## config.mk

```make
export PLATFORM = sky130hd
export DESIGN_NAME = io_channel_handshake
export DESIGN_NICKNAME = d
export VERILOG_FILES = /design/src/rtl/io_channel_pkg.sv /design/src/rtl/io_channel_handshake.sv /design/src/rtl/word_buffer.sv
export SDC_FILE = /design/constraint.sdc
export NUM_CORES = 1
export LEC_CHECK = 0
export BUFFER_PORTS_ARGS = -buffer_cell sky130_fd_sc_hd__buf_2
export CAP_MARGIN = 20
export CORE_UTILIZATION = 55
export DETAILED_ROUTE_END_ITERATION = 6
export PLACE_DENSITY = 0.77
export SLEW_MARGIN = 20
export SYNTH_ARGS = -nofsm -noshare
export SYNTH_HDL_FRONTEND = slang
export SYNTH_SLANG_ARGS = --single-unit
```

## constraint.sdc

```tcl
create_clock -name clock -period 3.5 [get_ports clock]
set_input_delay 0.175 -clock clock [delete_from_list [all_inputs] [get_ports clock]]
set_output_delay 0.175 -clock clock [all_outputs]
set_load 0.01 [all_outputs]
```

## src/rtl/io_channel_pkg.sv

```systemverilog
// Notes on behaviour
// - input parity failure sets channel error flag
// - returned output error sets flag if supported
// - slower answers stretch by whole 100 ns
// - function loads register, sets full, active
// - inactive accepts function, clears flags, register
// - activation sets active and sends active pulse
// - device stores word, clears full, sends empty
// - far inactive ends input, clears active flag
// - device may end input by deactivating early
// - output loads word, sets full, sends full
// - far empty clears register and full flag
// - after last empty, deactivate sends inactive
// - inactive after function recognised on major cycles
// - answer waits one to four minor cycles
// - post-function gap two whole major cycles
// - timing in 500 ns majors, 50 ns minors
// - disconnect allowed after any input empty
// - function or activate only when inactive
// - function sends no active or full pulse
// - full flag never set while inactive
package io_channel_pkg;
    localparam int WORD_W = 12;
    localparam int CLK_NS = 4;
    localparam int MAJOR_NS = 500;
    localparam int MINOR_NS = 50;
    localparam int STEP_NS = 100;
    localparam int PULSE_NS = 25;
    localparam int MAJOR_CYC = MAJOR_NS / CLK_NS;
    localparam int MINOR_CYC = (MINOR_NS + CLK_NS - 1) / CLK_NS;
    localparam int STEP_CYC = (STEP_NS + CLK_NS - 1) / CLK_NS;
    localparam int PULSE_CYC = (PULSE_NS + CLK_NS - 1) / CLK_NS;
    localparam int MAJ_W = $clog2(MAJOR_CYC);
    localparam int CNT_W = 8;
    localparam int GAP_W = 4;
    localparam int GAP_MAJORS_DEF = 2;
    localparam int RESP_MINORS_DEF = 1;
    // control pin indices after synchronisation
    localparam int C_FULL = 0;
    localparam int C_EMPTY = 1;
    localparam int C_INACT = 2;
    localparam int C_ACT = 3;
    localparam int C_ERR = 4;
    localparam int C_N = 5;
    // outgoing pulse indices
    localparam int P_FUNC = 0;
    localparam int P_FULL = 1;
    localparam int P_EMPTY = 2;
    localparam int P_ACT = 3;
    localparam int P_INACT = 4;
    localparam int P_N = 5;

    typedef enum logic [1:0] {
        OP_FUNCTION = 2'h0,
        OP_ACTIVATE = 2'h1,
        OP_DEACTIVATE = 2'h2
    } op_t;

    typedef enum logic [1:0] {
        S_IDLE = 2'h0,
        S_FUNC = 2'h1,
        S_GAP = 2'h2,
        S_ACT = 2'h3
    } state_t;

    function automatic logic par_of(input logic [WORD_W-1:0] w, input logic odd);
        return (^w) ^ odd;
    endfunction
endpackage

```

## src/rtl/io_channel_handshake.sv

```systemverilog
`timescale 1ns/1ns
`default_nettype none
module io_channel_handshake #(
    parameter int RESP_MINORS = io_channel_pkg::RESP_MINORS_DEF,
    parameter int GAP_MAJORS = io_channel_pkg::GAP_MAJORS_DEF,
    parameter bit HAS_ERROR_RETURN = 1'b1,
    parameter bit ODD_PARITY = 1'b1
) (
    input wire logic clock,
    input wire logic rst_n,
    input wire logic cmd_valid,
    input wire io_channel_pkg::op_t cmd_op,
    input wire logic [io_channel_pkg::WORD_W-1:0] cmd_word,
    output logic cmd_ack,
    output logic cmd_reject,
    input wire logic out_valid,
    input wire logic [io_channel_pkg::WORD_W-1:0] out_data,
    output logic out_ready,
    output logic in_valid,
    output logic [io_channel_pkg::WORD_W-1:0] in_data,
    input wire logic in_ready,
    input wire logic error_clear,
    output logic active_flag,
    output logic full_flag,
    output logic error_flag,
    output logic [io_channel_pkg::WORD_W-1:0] channel_word,
    input wire logic [io_channel_pkg::WORD_W-1:0] ch_in_data,
    input wire logic ch_in_parity,
    input wire logic ch_in_full,
    input wire logic ch_in_empty,
    input wire logic ch_in_inactive,
    input wire logic ch_in_active,
    input wire logic ch_in_error,
    output logic [io_channel_pkg::WORD_W-1:0] ch_out_data,
    output logic ch_out_parity,
    output logic ch_out_function,
    output logic ch_out_full,
    output logic ch_out_empty,
    output logic ch_out_active,
    output logic ch_out_inactive
);
    import io_channel_pkg::*;

    localparam int SW = WORD_W + 1 + C_N;
    localparam logic [CNT_W-1:0] RESP_LOAD = CNT_W'(RESP_MINORS * MINOR_CYC - 1);
    localparam logic [CNT_W-1:0] STEP_LOAD = CNT_W'(STEP_CYC - 1);
    localparam logic [CNT_W-1:0] PULSE_LOAD = CNT_W'(PULSE_CYC - 1);
    localparam logic [MAJ_W-1:0] MAJ_LAST = MAJ_W'(MAJOR_CYC - 1);
    localparam logic [GAP_W-1:0] GAP_LAST = GAP_W'(GAP_MAJORS - 1);

    logic [SW-1:0] sync1_q, sync2_q;
    logic [C_N-1:0] ctl_prev_q, edge_s;
    logic [WORD_W-1:0] rx_data, ob_data;
    logic rx_par;
    state_t state_q;
    logic active_q, full_q, own_q, error_q, inact_seen_q, resp_pend_q;
    logic cmd_ack_q, cmd_reject_q;
    logic [WORD_W-1:0] chan_q, out_word_q;
    logic out_par_q;
    logic [MAJ_W-1:0] maj_cnt_q;
    logic [GAP_W-1:0] gap_q;
    logic [CNT_W-1:0] resp_q, pulse_cnt_q;
    logic [P_N-1:0] pulse_q, pulse_start;
    logic pulse_idle, maj_tick, func_ok, deact_ok, cmd_take;
    logic issue_func, issue_act, issue_deact, ext_act, ext_inact;
    logic in_cap, out_ack, load_out, ans_in, resp_done, func_done, gap_done;
    logic ib_ready, ob_valid, err_set;

    // every channel input passes two flops before use
    always_ff @(posedge clock or negedge rst_n) begin
        if (!rst_n) begin
            sync1_q <= '0;
            sync2_q <= '0;
            ctl_prev_q <= '0;
        end else begin
            sync1_q <= {ch_in_error, ch_in_active, ch_in_inactive, ch_in_empty, ch_in_full,
                        ch_in_parity, ch_in_data};
            sync2_q <= sync1_q;
            ctl_prev_q <= sync2_q[SW-1 -: C_N];
        end
    end

    assign edge_s = sync2_q[SW-1 -: C_N] & ~ctl_prev_q;
    assign rx_par = sync2_q[WORD_W];
    assign rx_data = sync2_q[WORD_W-1:0];

    assign pulse_idle = (pulse_q == '0);
    assign maj_tick = (maj_cnt_q == MAJ_LAST);
    assign func_ok = (state_q == S_IDLE) && !active_q && pulse_idle;
    assign deact_ok = (state_q == S_ACT) && !full_q && pulse_idle && !edge_s[C_INACT];

    always_comb begin
        cmd_take = 1'b0;
        if (cmd_valid) begin
            unique case (cmd_op)
                OP_FUNCTION: cmd_take = func_ok;
                OP_ACTIVATE: cmd_take = func_ok;
                OP_DEACTIVATE: cmd_take = deact_ok;
                default: cmd_take = 1'b0;
            endcase
        end
    end

    assign issue_func = cmd_take && (cmd_op == OP_FUNCTION);
    assign issue_act = cmd_take && (cmd_op == OP_ACTIVATE);
    assign issue_deact = cmd_take && (cmd_op == OP_DEACTIVATE);
    assign ext_act = (state_q == S_IDLE) && !active_q && edge_s[C_ACT] && !cmd_take;
    assign ext_inact = (state_q == S_ACT) && edge_s[C_INACT];
    assign in_cap = (state_q == S_ACT) && active_q && !full_q && edge_s[C_FULL]
                    && !ext_inact && !issue_deact;
    assign out_ack = (state_q == S_ACT) && full_q && own_q && edge_s[C_EMPTY] && !ext_inact;
    assign resp_done = (resp_q == '0);
    assign load_out = (state_q == S_ACT) && active_q && !full_q && !resp_pend_q && ob_valid
                      && pulse_idle && !issue_deact && !ext_inact && !edge_s[C_FULL];
    assign ans_in = (state_q == S_ACT) && full_q && !own_q && resp_pend_q && resp_done
                    && ib_ready && pulse_idle && !ext_inact;
    assign func_done = (state_q == S_FUNC) && maj_tick
                       && (inact_seen_q || edge_s[C_INACT]);
    assign gap_done = (state_q == S_GAP) && maj_tick && (gap_q == GAP_LAST);
    assign pulse_start = {issue_deact, issue_act, ans_in, load_out, issue_func};
    assign err_set = (in_cap && (rx_par != par_of(rx_data, ODD_PARITY)))
                     || (HAS_ERROR_RETURN && active_q && edge_s[C_ERR]);

    always_ff @(posedge clock or negedge rst_n) begin
        if (!rst_n) begin
            state_q <= S_IDLE;
        end else begin
            unique case (state_q)
                S_IDLE: begin
                    if (issue_func) begin
                        state_q <= S_FUNC;
                    end else if (issue_act || ext_act) begin
                        state_q <= S_ACT;
                    end
                end
                S_FUNC: begin
                    if (func_done) begin
                        state_q <= S_GAP;
                    end
                end
                S_GAP: begin
                    if (gap_done) begin
                        state_q <= S_IDLE;
                    end
                end
                S_ACT: begin
                    if (issue_deact || ext_inact) begin
                        state_q <= S_IDLE;
                    end
                end
            endcase
        end
    end

    always_ff @(posedge clock or negedge rst_n) begin
        if (!rst_n) begin
            active_q <= 1'b0;
        end else if (issue_func || issue_act || ext_act) begin
            active_q <= 1'b1;
        end else if (func_done || issue_deact || ext_inact) begin
            active_q <= 1'b0;
        end
    end

    // full is only ever raised together with or under active
    always_ff @(posedge clock or negedge rst_n) begin
        if (!rst_n) begin
            full_q <= 1'b0;
            own_q <= 1'b0;
            chan_q <= '0;
        end else if (issue_func || load_out) begin
            full_q <= 1'b1;
            own_q <= 1'b1;
            chan_q <= issue_func ? cmd_word : ob_data;
        end else if (in_cap) begin
            full_q <= 1'b1;
            own_q <= 1'b0;
            chan_q <= rx_data;
        end else if (func_done || out_ack || ans_in || issue_deact || ext_inact) begin
            full_q <= 1'b0;
            chan_q <= '0;
        end
    end

    // a new error wins over a clear in the same cycle
    always_ff @(posedge clock or negedge rst_n) begin
        if (!rst_n) begin
            error_q <= 1'b0;
        end else if (err_set) begin
            error_q <= 1'b1;
        end else if (error_clear) begin
            error_q <= 1'b0;
        end
    end

    always_ff @(posedge clock or negedge rst_n) begin
        if (!rst_n) begin
            inact_seen_q <= 1'b0;
            maj_cnt_q <= '0;
            gap_q <= '0;
        end else begin
            if (issue_func) begin
                inact_seen_q <= 1'b0;
            end else if (state_q == S_FUNC && edge_s[C_INACT]) begin
                inact_seen_q <= 1'b1;
            end
            if (issue_func || maj_tick) begin
                maj_cnt_q <= '0;
            end else begin
                maj_cnt_q <= maj_cnt_q + MAJ_W'(1);
            end
            if (func_done) begin
                gap_q <= '0;
            end else if (state_q == S_GAP && maj_tick) begin
                gap_q <= gap_q + GAP_W'(1);
            end
        end
    end

    // answer delay: minor cycles first, then whole steps while stalled
    always_ff @(posedge clock or negedge rst_n) begin
        if (!rst_n) begin
            resp_q <= '0;
            resp_pend_q <= 1'b0;
        end else if (in_cap || out_ack) begin
            resp_q <= RESP_LOAD;
            resp_pend_q <= 1'b1;
        end else if (issue_deact || ext_inact || ans_in) begin
            resp_pend_q <= 1'b0;
        end else if (resp_pend_q && !resp_done) begin
            resp_q <= resp_q - CNT_W'(1);
        end else if (resp_pend_q && !full_q) begin
            resp_pend_q <= 1'b0;
        end else if (resp_pend_q && pulse_idle) begin
            resp_q <= STEP_LOAD;
        end
    end

    always_ff @(posedge clock or negedge rst_n) begin
        if (!rst_n) begin
            pulse_q <= '0;
            pulse_cnt_q <= '0;
        end else if (pulse_start != '0) begin
            pulse_q <= pulse_start;
            pulse_cnt_q <= PULSE_LOAD;
        end else if (!pulse_idle) begin
            if (pulse_cnt_q == '0) begin
                pulse_q <= '0;
            end else begin
                pulse_cnt_q <= pulse_cnt_q - CNT_W'(1);
            end
        end
    end

    always_ff @(posedge clock or negedge rst_n) begin
        if (!rst_n) begin
            out_word_q <= '0;
            out_par_q <= 1'b0;
        end else if (issue_func) begin
            out_word_q <= cmd_word;
            out_par_q <= par_of(cmd_word, ODD_PARITY);
        end else if (load_out) begin
            out_word_q <= ob_data;
            out_par_q <= par_of(ob_data, ODD_PARITY);
        end
    end

    always_ff @(posedge clock or negedge rst_n) begin
        if (!rst_n) begin
            cmd_ack_q <= 1'b0;
            cmd_reject_q <= 1'b0;
        end else begin
            cmd_ack_q <= cmd_take;
            cmd_reject_q <= cmd_valid && !cmd_take;
        end
    end

    word_buffer #(.WIDTH(WORD_W)) out_buf (
        .clock(clock),
        .rst_n(rst_n),
        .s_valid(out_valid),
        .s_data(out_data),
        .s_ready(out_ready),
        .m_valid(ob_valid),
        .m_data(ob_data),
        .m_ready(load_out)
    );

    word_buffer #(.WIDTH(WORD_W)) in_buf (
        .clock(clock),
        .rst_n(rst_n),
        .s_valid(ans_in),
        .s_data(chan_q),
        .s_ready(ib_ready),
        .m_valid(in_valid),
        .m_data(in_data),
        .m_ready(in_ready)
    );

    assign cmd_ack = cmd_ack_q;
    assign cmd_reject = cmd_reject_q;
    assign active_flag = active_q;
    assign full_flag = full_q;
    assign error_flag = error_q;
    assign channel_word = chan_q;
    assign ch_out_data = out_word_q;
    assign ch_out_parity = out_par_q;
    assign ch_out_function = pulse_q[P_FUNC];
    assign ch_out_full = pulse_q[P_FULL];
    assign ch_out_empty = pulse_q[P_EMPTY];
    assign ch_out_active = pulse_q[P_ACT];
    assign ch_out_inactive = pulse_q[P_INACT];

    // helper counters for the checks below
    logic [CNT_W-1:0] since_q;
    logic [11:0] gap_cyc_q;
    always_ff @(posedge clock or negedge rst_n) begin
        if (!rst_n) begin
            since_q <= '0;
            gap_cyc_q <= '0;
        end else begin
            if (in_cap || out_ack) begin
                since_q <= '0;
            end else if (since_q != '1) begin
                since_q <= since_q + CNT_W'(1);
            end
            gap_cyc_q <= (state_q == S_GAP) ? gap_cyc_q + 12'h001 : 12'h000;
        end
    end
endmodule
`default_nettype wire

```

## src/rtl/word_buffer.sv

```systemverilog
`timescale 1ns/1ns
`default_nettype none
module word_buffer #(
    parameter int WIDTH = 12
) (
    input wire logic clock,
    input wire logic rst_n,
    input wire logic s_valid,
    input wire logic [WIDTH-1:0] s_data,
    output logic s_ready,
    output logic m_valid,
    output logic [WIDTH-1:0] m_data,
    input wire logic m_ready
);
    logic [WIDTH-1:0] head_q, tail_q;
    logic [1:0] count_q, count_d;
    logic push, pop;

    assign push = s_valid && s_ready;
    assign pop = m_valid && m_ready;
    assign m_data = head_q;

    always_comb begin
        count_d = count_q;
        if (push && !pop) begin
            count_d = count_q + 2'h1;
        end else if (pop && !push) begin
            count_d = count_q - 2'h1;
        end
    end

    always_ff @(posedge clock or negedge rst_n) begin
        if (!rst_n) begin
            count_q <= 2'h0;
            s_ready <= 1'b1;
            m_valid <= 1'b0;
        end else begin
            count_q <= count_d;
            s_ready <= (count_d != 2'h2);
            m_valid <= (count_d != 2'h0);
        end
    end

    always_ff @(posedge clock or negedge rst_n) begin
        if (!rst_n) begin
            head_q <= '0;
            tail_q <= '0;
        end else begin
            if (pop) begin
                head_q <= (count_q == 2'h2) ? tail_q : s_data;
            end else if (push && count_q == 2'h0) begin
                head_q <= s_data;
            end
            if (push && ((count_q == 2'h1 && !pop) || count_q == 2'h2)) begin
                tail_q <= s_data;
            end
        end
    end
endmodule
`default_nettype wire

```

# After elaboration in Yosys (flattened, before gate mapping)
# Cells that the tools add are included.
[totals]
regBits = 164
latch_bits = 0
ram_bits = 0
romBits = 0
in_bits = 50
elab_cells = 241
mem_count = 0
[op_classes]
addsub = 8
multipliers = 0
n_div = 0
n_lt_le_gt_ge = 0
eq_ne = 23
shift = 0
n_mux = 55
bitwise = 5
n_reduce_logical = 120
[ops]
columns = ["cell", "count"]
rows = [
  ["$mux 12", 12],
  ["$mux 8", 8],
  ["$logic_and 1x1->1", 57],
  ["$reduce_xor 12->1", 3],
  ["$reduce_bool 2->1", 11],
  ["$logic_or 1x1->1", 18],
  ["$mux 1", 18],
  ["$mux 2", 9],
  ["$logic_not 8->1", 2],
  ["$sub 8x1->8 const B", 2],
  ["$mux 5", 3],
  ["$logic_not 1->1", 14],
  ["$ne 2x2->1 const B", 6],
  ["$eq 2x2->1 const B", 5],
  ["$reduce_bool 3->1", 3],
  ["$eq 2x1->1 const B", 4],
  ["$logic_not 2->1", 4],
  ["$mux 4", 2],
  ["$pmux 2 s4", 1],
  ["$add 7x1->7 const B", 1],
  ["$eq 7x7->1 const B", 1],
  ["$mux 7", 1],
  ["$ne 3x3->1 const B", 2],
  ["$reduce_and 2->1", 3],
  ["16 further kinds", 21],
]

# Depth between registers and ports, before layout
[depth]
depth_word = 16
ltp_mapped = 9
mapped_depth_nobuf = 8

# By module
# From an unflattened synthesis, not the netlist that was laid out.
[hier_totals]
cells_unflattened = 625
area_unflattened_um2 = 7704.9
[by_module_without_submodules]
columns = ["module", "instances", "cells_per_inst", "area_per_inst_um2", "seq_area_each_um2"]
rows = [
  ["io_channel_handshake", 1, 425, 5044.8, 2702.6],
  ["word_buffer", 2, 100, 1330.0, 701.9],
]

# Worst setup path before layout
# OpenSTA, ideal clock, no wires.
[synth_path]
kind = "register to register"
startpoint = "reg resp_q[0]"
endpoint = "reg in_buf.tail_q[10]"
setup_time_ps = 125
t_arrival_ps = 2216
required_ps = 3375
setup_slack_ps = 1160
path_stages_with_launch = 9
path_buffers = 1
period_less_slack_ps = 2340
cell_sequence = "dfrtp_1 inv_1 ha_1 or4b_4 nor4_4 nand3_1 nor2_1 buf_4 mux2_2"
[synth_via]
elab_chain_len = 7
[synth_lines]
columns = ["item", "line_no", "source"]
rows = [
  ["from (decl)", "io_channel_handshake.sv:62", "logic [CNT_W-1:0] resp_q, pulse_cnt_q;"],
  ["from (signal assigned)", "io_channel_handshake.sv:231", "resp_q <= resp_q - CNT_W'(1);"],
  ["$logic_not 8->1", "io_channel_handshake.sv:112", "assign resp_done = (resp_q == '0);"],
  ["$logic_and 1x1->1", "io_channel_handshake.sv:115", "assign ans_in = (state_q == S_ACT) && full_q && !own_q && resp_pend_q && resp_done"],
  ["$logic_and 1x1->1 (3 in a row)", "io_channel_handshake.sv:116", "&& ib_ready && pulse_idle && !ext_inact;"],
  ["$logic_and 1x1->1", "word_buffer.sv:19", "assign push = s_valid && s_ready;"],
  ["$logic_and 1x1->1", "word_buffer.sv:54", "if (push && ((count_q == 2'h1 && !pop) || count_q == 2'h2)) begin"],
  ["to (signal assigned)", "word_buffer.sv:55", "tail_q <= s_data;"],
  ["to (decl)", "word_buffer.sv:15", "logic [WIDTH-1:0] head_q, tail_q;"],
]
# Every way passes these cells.
# A chain may end at the register's enable or synchronous reset.

# Worst setup path in the final report
[layout_path]
startpoint = "reg state_q[0]"
endpoint = "reg out_buf.head_q[7], in the netlist out_buf.m_data[7]"
[layout_via]
elab_chain_len = 13
elab_cells_between_ends = 24
[layout_lines]
columns = ["item", "line_no", "source"]
rows = [
  ["from (decl)", "io_channel_handshake.sv:55", "state_t state_q;"],
  ["from (signal assigned)", "io_channel_handshake.sv:126", "state_q <= S_IDLE;"],
  ["from (signal assigned)", "io_channel_handshake.sv:131", "state_q <= S_FUNC;"],
  ["from (signal assigned)", "io_channel_handshake.sv:133", "state_q <= S_ACT;"],
  ["$eq 2x2->1", "io_channel_handshake.sv:90, io_channel_handshake.sv:108, io_channel_handshake.sv:113", ""],
  ["$logic_and 1x1->1 (3 in a row)", "io_channel_handshake.sv:90", "assign deact_ok = (state_q == S_ACT) && !full_q && pulse_idle && !edge_s[C_INACT];"],
  ["$pmux 1 s2", "io_channel_handshake.sv:95", "unique case (cmd_op)"],
  ["$mux 1", "io_channel_handshake.sv:94", "if (cmd_valid) begin"],
  ["$logic_and 1x1->1", "io_channel_handshake.sv:106", "assign issue_deact = cmd_take && (cmd_op == OP_DEACTIVATE);"],
  ["$logic_not 1->1", "io_channel_handshake.sv:114", "&& pulse_idle && !issue_deact && !ext_inact && !edge_s[C_FULL];"],
  ["$logic_and 1x1->1", "io_channel_handshake.sv:114", ""],
  ["$logic_and 1x1->1 * (2 in a row)", "io_channel_handshake.sv:114", ""],
  ["$logic_and 1x1->1 *", "word_buffer.sv:20", "assign pop = m_valid && m_ready;"],
  ["$mux 12 or $reduce_bool 2->1 (tied branches)", "-", ""],
  ["to (signal assigned)", "word_buffer.sv:50", "head_q <= (count_q == 2'h2) ? tail_q : s_data;"],
  ["to (signal assigned)", "word_buffer.sv:52", "head_q <= s_data;"],
  ["to (decl)", "word_buffer.sv:15", ""],
]
# Every way passes the cells marked *; elsewhere a longest branch is shown, timed or not.

==> flow_metrics.py <==
metrics = {
    "run_status": {
        "outcome": "completed",
    },
    "critical_path": {
        "r2r-start": "state_q[0]",
        "rr_worst_depth": 6,
        "critPathRequiredTime_ps": 3860,
        "startpoint_type": "register",
        "cp-end-kind": "register",
        "path_class": "register to register",
        "rrSetupSlack_ps": 780,
        "r2r_end": "out_buf.m_data[7]",
        "cp_max_fo": 13,
        "startpoint": "state_q[0]",
        "critPathCapture": "out_buf.m_data[7]",
        "critical_path_arrival_ps": 3080,
    },
    "global_routing": {
        "grt_pass1_wl_microns": 25800,
        "gr-usage-met3_pct": 5.15,
        "first_global_vias": 5137,
        "global_route.peak_usage_layer": "met2",
        "antenna_found_initial": 0,
        "grt_max_degree": 102,
        "grt.met2_usage_pct": 40.6,
        "grt-ovfl-total": 0,
        "use_met1_pct": 33.9,
        "grt_use_total_pct": 25.4,
    },
    "timing": {
        "post-route-min-period_ps": 2720,
        "slew_viol_final": 0,
        "setup_ws_ps": 784,
        "worst_slew_pin_slew_ps": 904,
        "hold_viol": 0,
        "setup_viol": 0,
        "fmax_mhz": 368,
        "rsz0062_at_grt": "false",
        "finClkSkew_ps": 7.58,
        "finalSetupTns_ps": 0,
        "post-route-period-util_pct": 77.6,
        "slew_headroom_pct": 39.7,
    },
    "placed_design": {
        "gp_congestion": 0.900,
        "portBuffers": 98,
        "place_inst": 884,
        "dp.final_hpwl_microns": 11300,
        "dp_worst_setup_slack_ps": 660,
    },
    "hold_path": {
        "hold_path_class": "input port to register",
        "holdPathStages": 3,
    },
    "synthesis": {
        "synthDistinctLibCells": 64,
        "yosys_warnings": 0,
        "async_reset_ff_share_pct": 100,
        "synth-main-ff-cell": "dfrtp_1",
        "synth_edf_count": 0,
        "syn_inst": 629,
        "synth_area_sq_mm": 0.00726,
        "syn-num-nets": 693,
        "syn_area_per_cell_sq_um": 11.5,
        "synth-seq-cells": 164,
        "synth_top_cell_by_area": "dfrtp_1",
        "synthTopCellsByArea": "dfrtp_1 (56%), xnor2_1 (4.8%), mux2_2 (4.0%)",
        "synth_commonest_cells": "dfrtp_1 (162), nand2_1 (68), xnor2_1 (40)",
        "yosysMostFrequentCell": "dfrtp_1",
        "ys_seq_area_share_pct": 56.6,
        "netlist.area_leader.share_pct": 55.9,
    },
    "clock_tree": {
        "numCtsBuffers": 17,
        "clock-sinks": 164,
        "clockBufferDepth": 2,
        "clk_latency_ps": 430,
        "cts_tree": "done",
        "cts_root_buffer": "clkbuf_16",
        "clk_pin_slew_ps": 60,
        "post_cts_buffers": 0,
        "cts-resized-gates": 0,
        "cts_hold_buf": 32,
        "htree_num_levels": 4,
    },
    "final_layout": {
        "antenna_cells": 0,
        "stdcell_count": 947,
        "drive_gt1_share_pct": 22.7,
        "syn2layout_area_growth_pct": 21.8,
        "nets": 827,
        "fill_cells": 966,
    },
    "die": {
        "dieArea_sq_mm": 0.0137,
        "die_w_microns": 117,
        "coreArea_sq_mm": 0.0127,
        "io_pins": 99,
        "rows": 41,
        "die_h_microns": 117,
        "start_util_pct": 57.1,
    },
    "power_and_ir_drop": {
        "p_leak_nw": 4.46,
        "p_per_area_mw_per_mm2": 578,
        "ir_drop_uv": 638,
        "power.total_mw": 5.11,
    },
    "drt": {
        "via_count": 5350,
        "via_per_inst": 5.65,
        "wirelength_microns": 16300,
        "antenna_left": 0,
        "wire_per_inst_microns": 17.2,
        "drc": 0,
        "first_pass_iters": 5,
        "drt_iter0_markers": 416,
    },
    "flow_run": {
        "drv_cap": 0,
    },
}
==> flip-flops by register name, summed over array words and instances (netlist names), 2 cells and up <==
register	cells
out_buf.m_data	12
pulse_q	5
out_buf.count_q	2
maj_cnt_q	7
sync1_q	18
in_buf.m_data	12
ctl_prev_q	5
in_buf.count_q	2
pulse_cnt_q	8
state_q	2
gap_q	4
resp_q	8
sync2_q	18
out_buf.tail_q	12
in_buf.tail_q	12
ch_out_data	12
channel_word	12
==> cell families after synthesis <==
group / count (synthesis) / share of synthesized area (%)
compound gates: 122 / 11.9
xor+xnor: 51 / 6.15
fa+ha+maj: 14 / 2.41
buf+inv: 39 / 2.38
flops: 164 / 56.6
mux: 46 / 6.79
simple gates: 193 / 13.8
==> worst max-delay path, stage by stage (launching register included) <==
cell,delay (ps)
dfrtp_1,540
nand2_1,250
nor4b_2,390
and3_1,280
a31oi_2,140
a21oi_1,770
a221o_1,290
==> layout make-up <==
class | count | area (sq um) | share of cell area (%)
well taps | 172 | 215 | 2.43
flip-flops and latches | 164 | 4110 | 46.4
clock buffers | 21 | 460 | 5.21
repair buffers | 136 | 875 | 9.89
inverters | 18 | 67.6 | 0.764
clock inverters | 10 | 131 | 1.49
multi-input cells | 426 | 2990 | 33.8
==> cell usage in the layout, fill, tap and decap left out, drive strengths merged, types with 18 or more instances in the layout <==
master,count
inv,18
buf,104
dfrtp,162
xnor2,40
nor2,39
nand2,68
nand3,19
dlygate4sd3,32
o21ai,35
clkbuf,21
mux2,26
a221o,18
mux2i,20
==> per-stage QoR <==
step	hold WS [ps]	utilization, %	cell area, sq um
6_report	15.2	69.5	8840
5_1_grt	9.24	69.5	8840
4_1_cts	5.13	69.4	8830
3_5_place_dp	284	62.3	7920
3_3_place_gp	283	62.3	7920
2_1_floorplan	-121	-	7260
==> layer usage <==
layer	wire length, microns	vias up
li1	-	2503
met1	7150	2638
met2	8050	179
met3	799	30
met4	330	0
met5	0	-
==> report_power, final <==
group	switching, mW	internal (mW)
registers	0.192	2.11
logic	0.439	0.496
clock network	0.725	1.15
total	1.36	3.75
==> worst min path at each step <==
stage                              from               to
after global routing       cmd_word[11]  ch_out_data[11]
after CTS                     cmd_valid       cmd_reject
after global placement    ch_in_data[2]       sync1_q[2]
after detailed placement   ch_in_parity      sync1_q[12]
after floorplan                   rst_n      active_flag
final                       cmd_word[5]   ch_out_data[5]
Power figures use the tool's default switching activity.
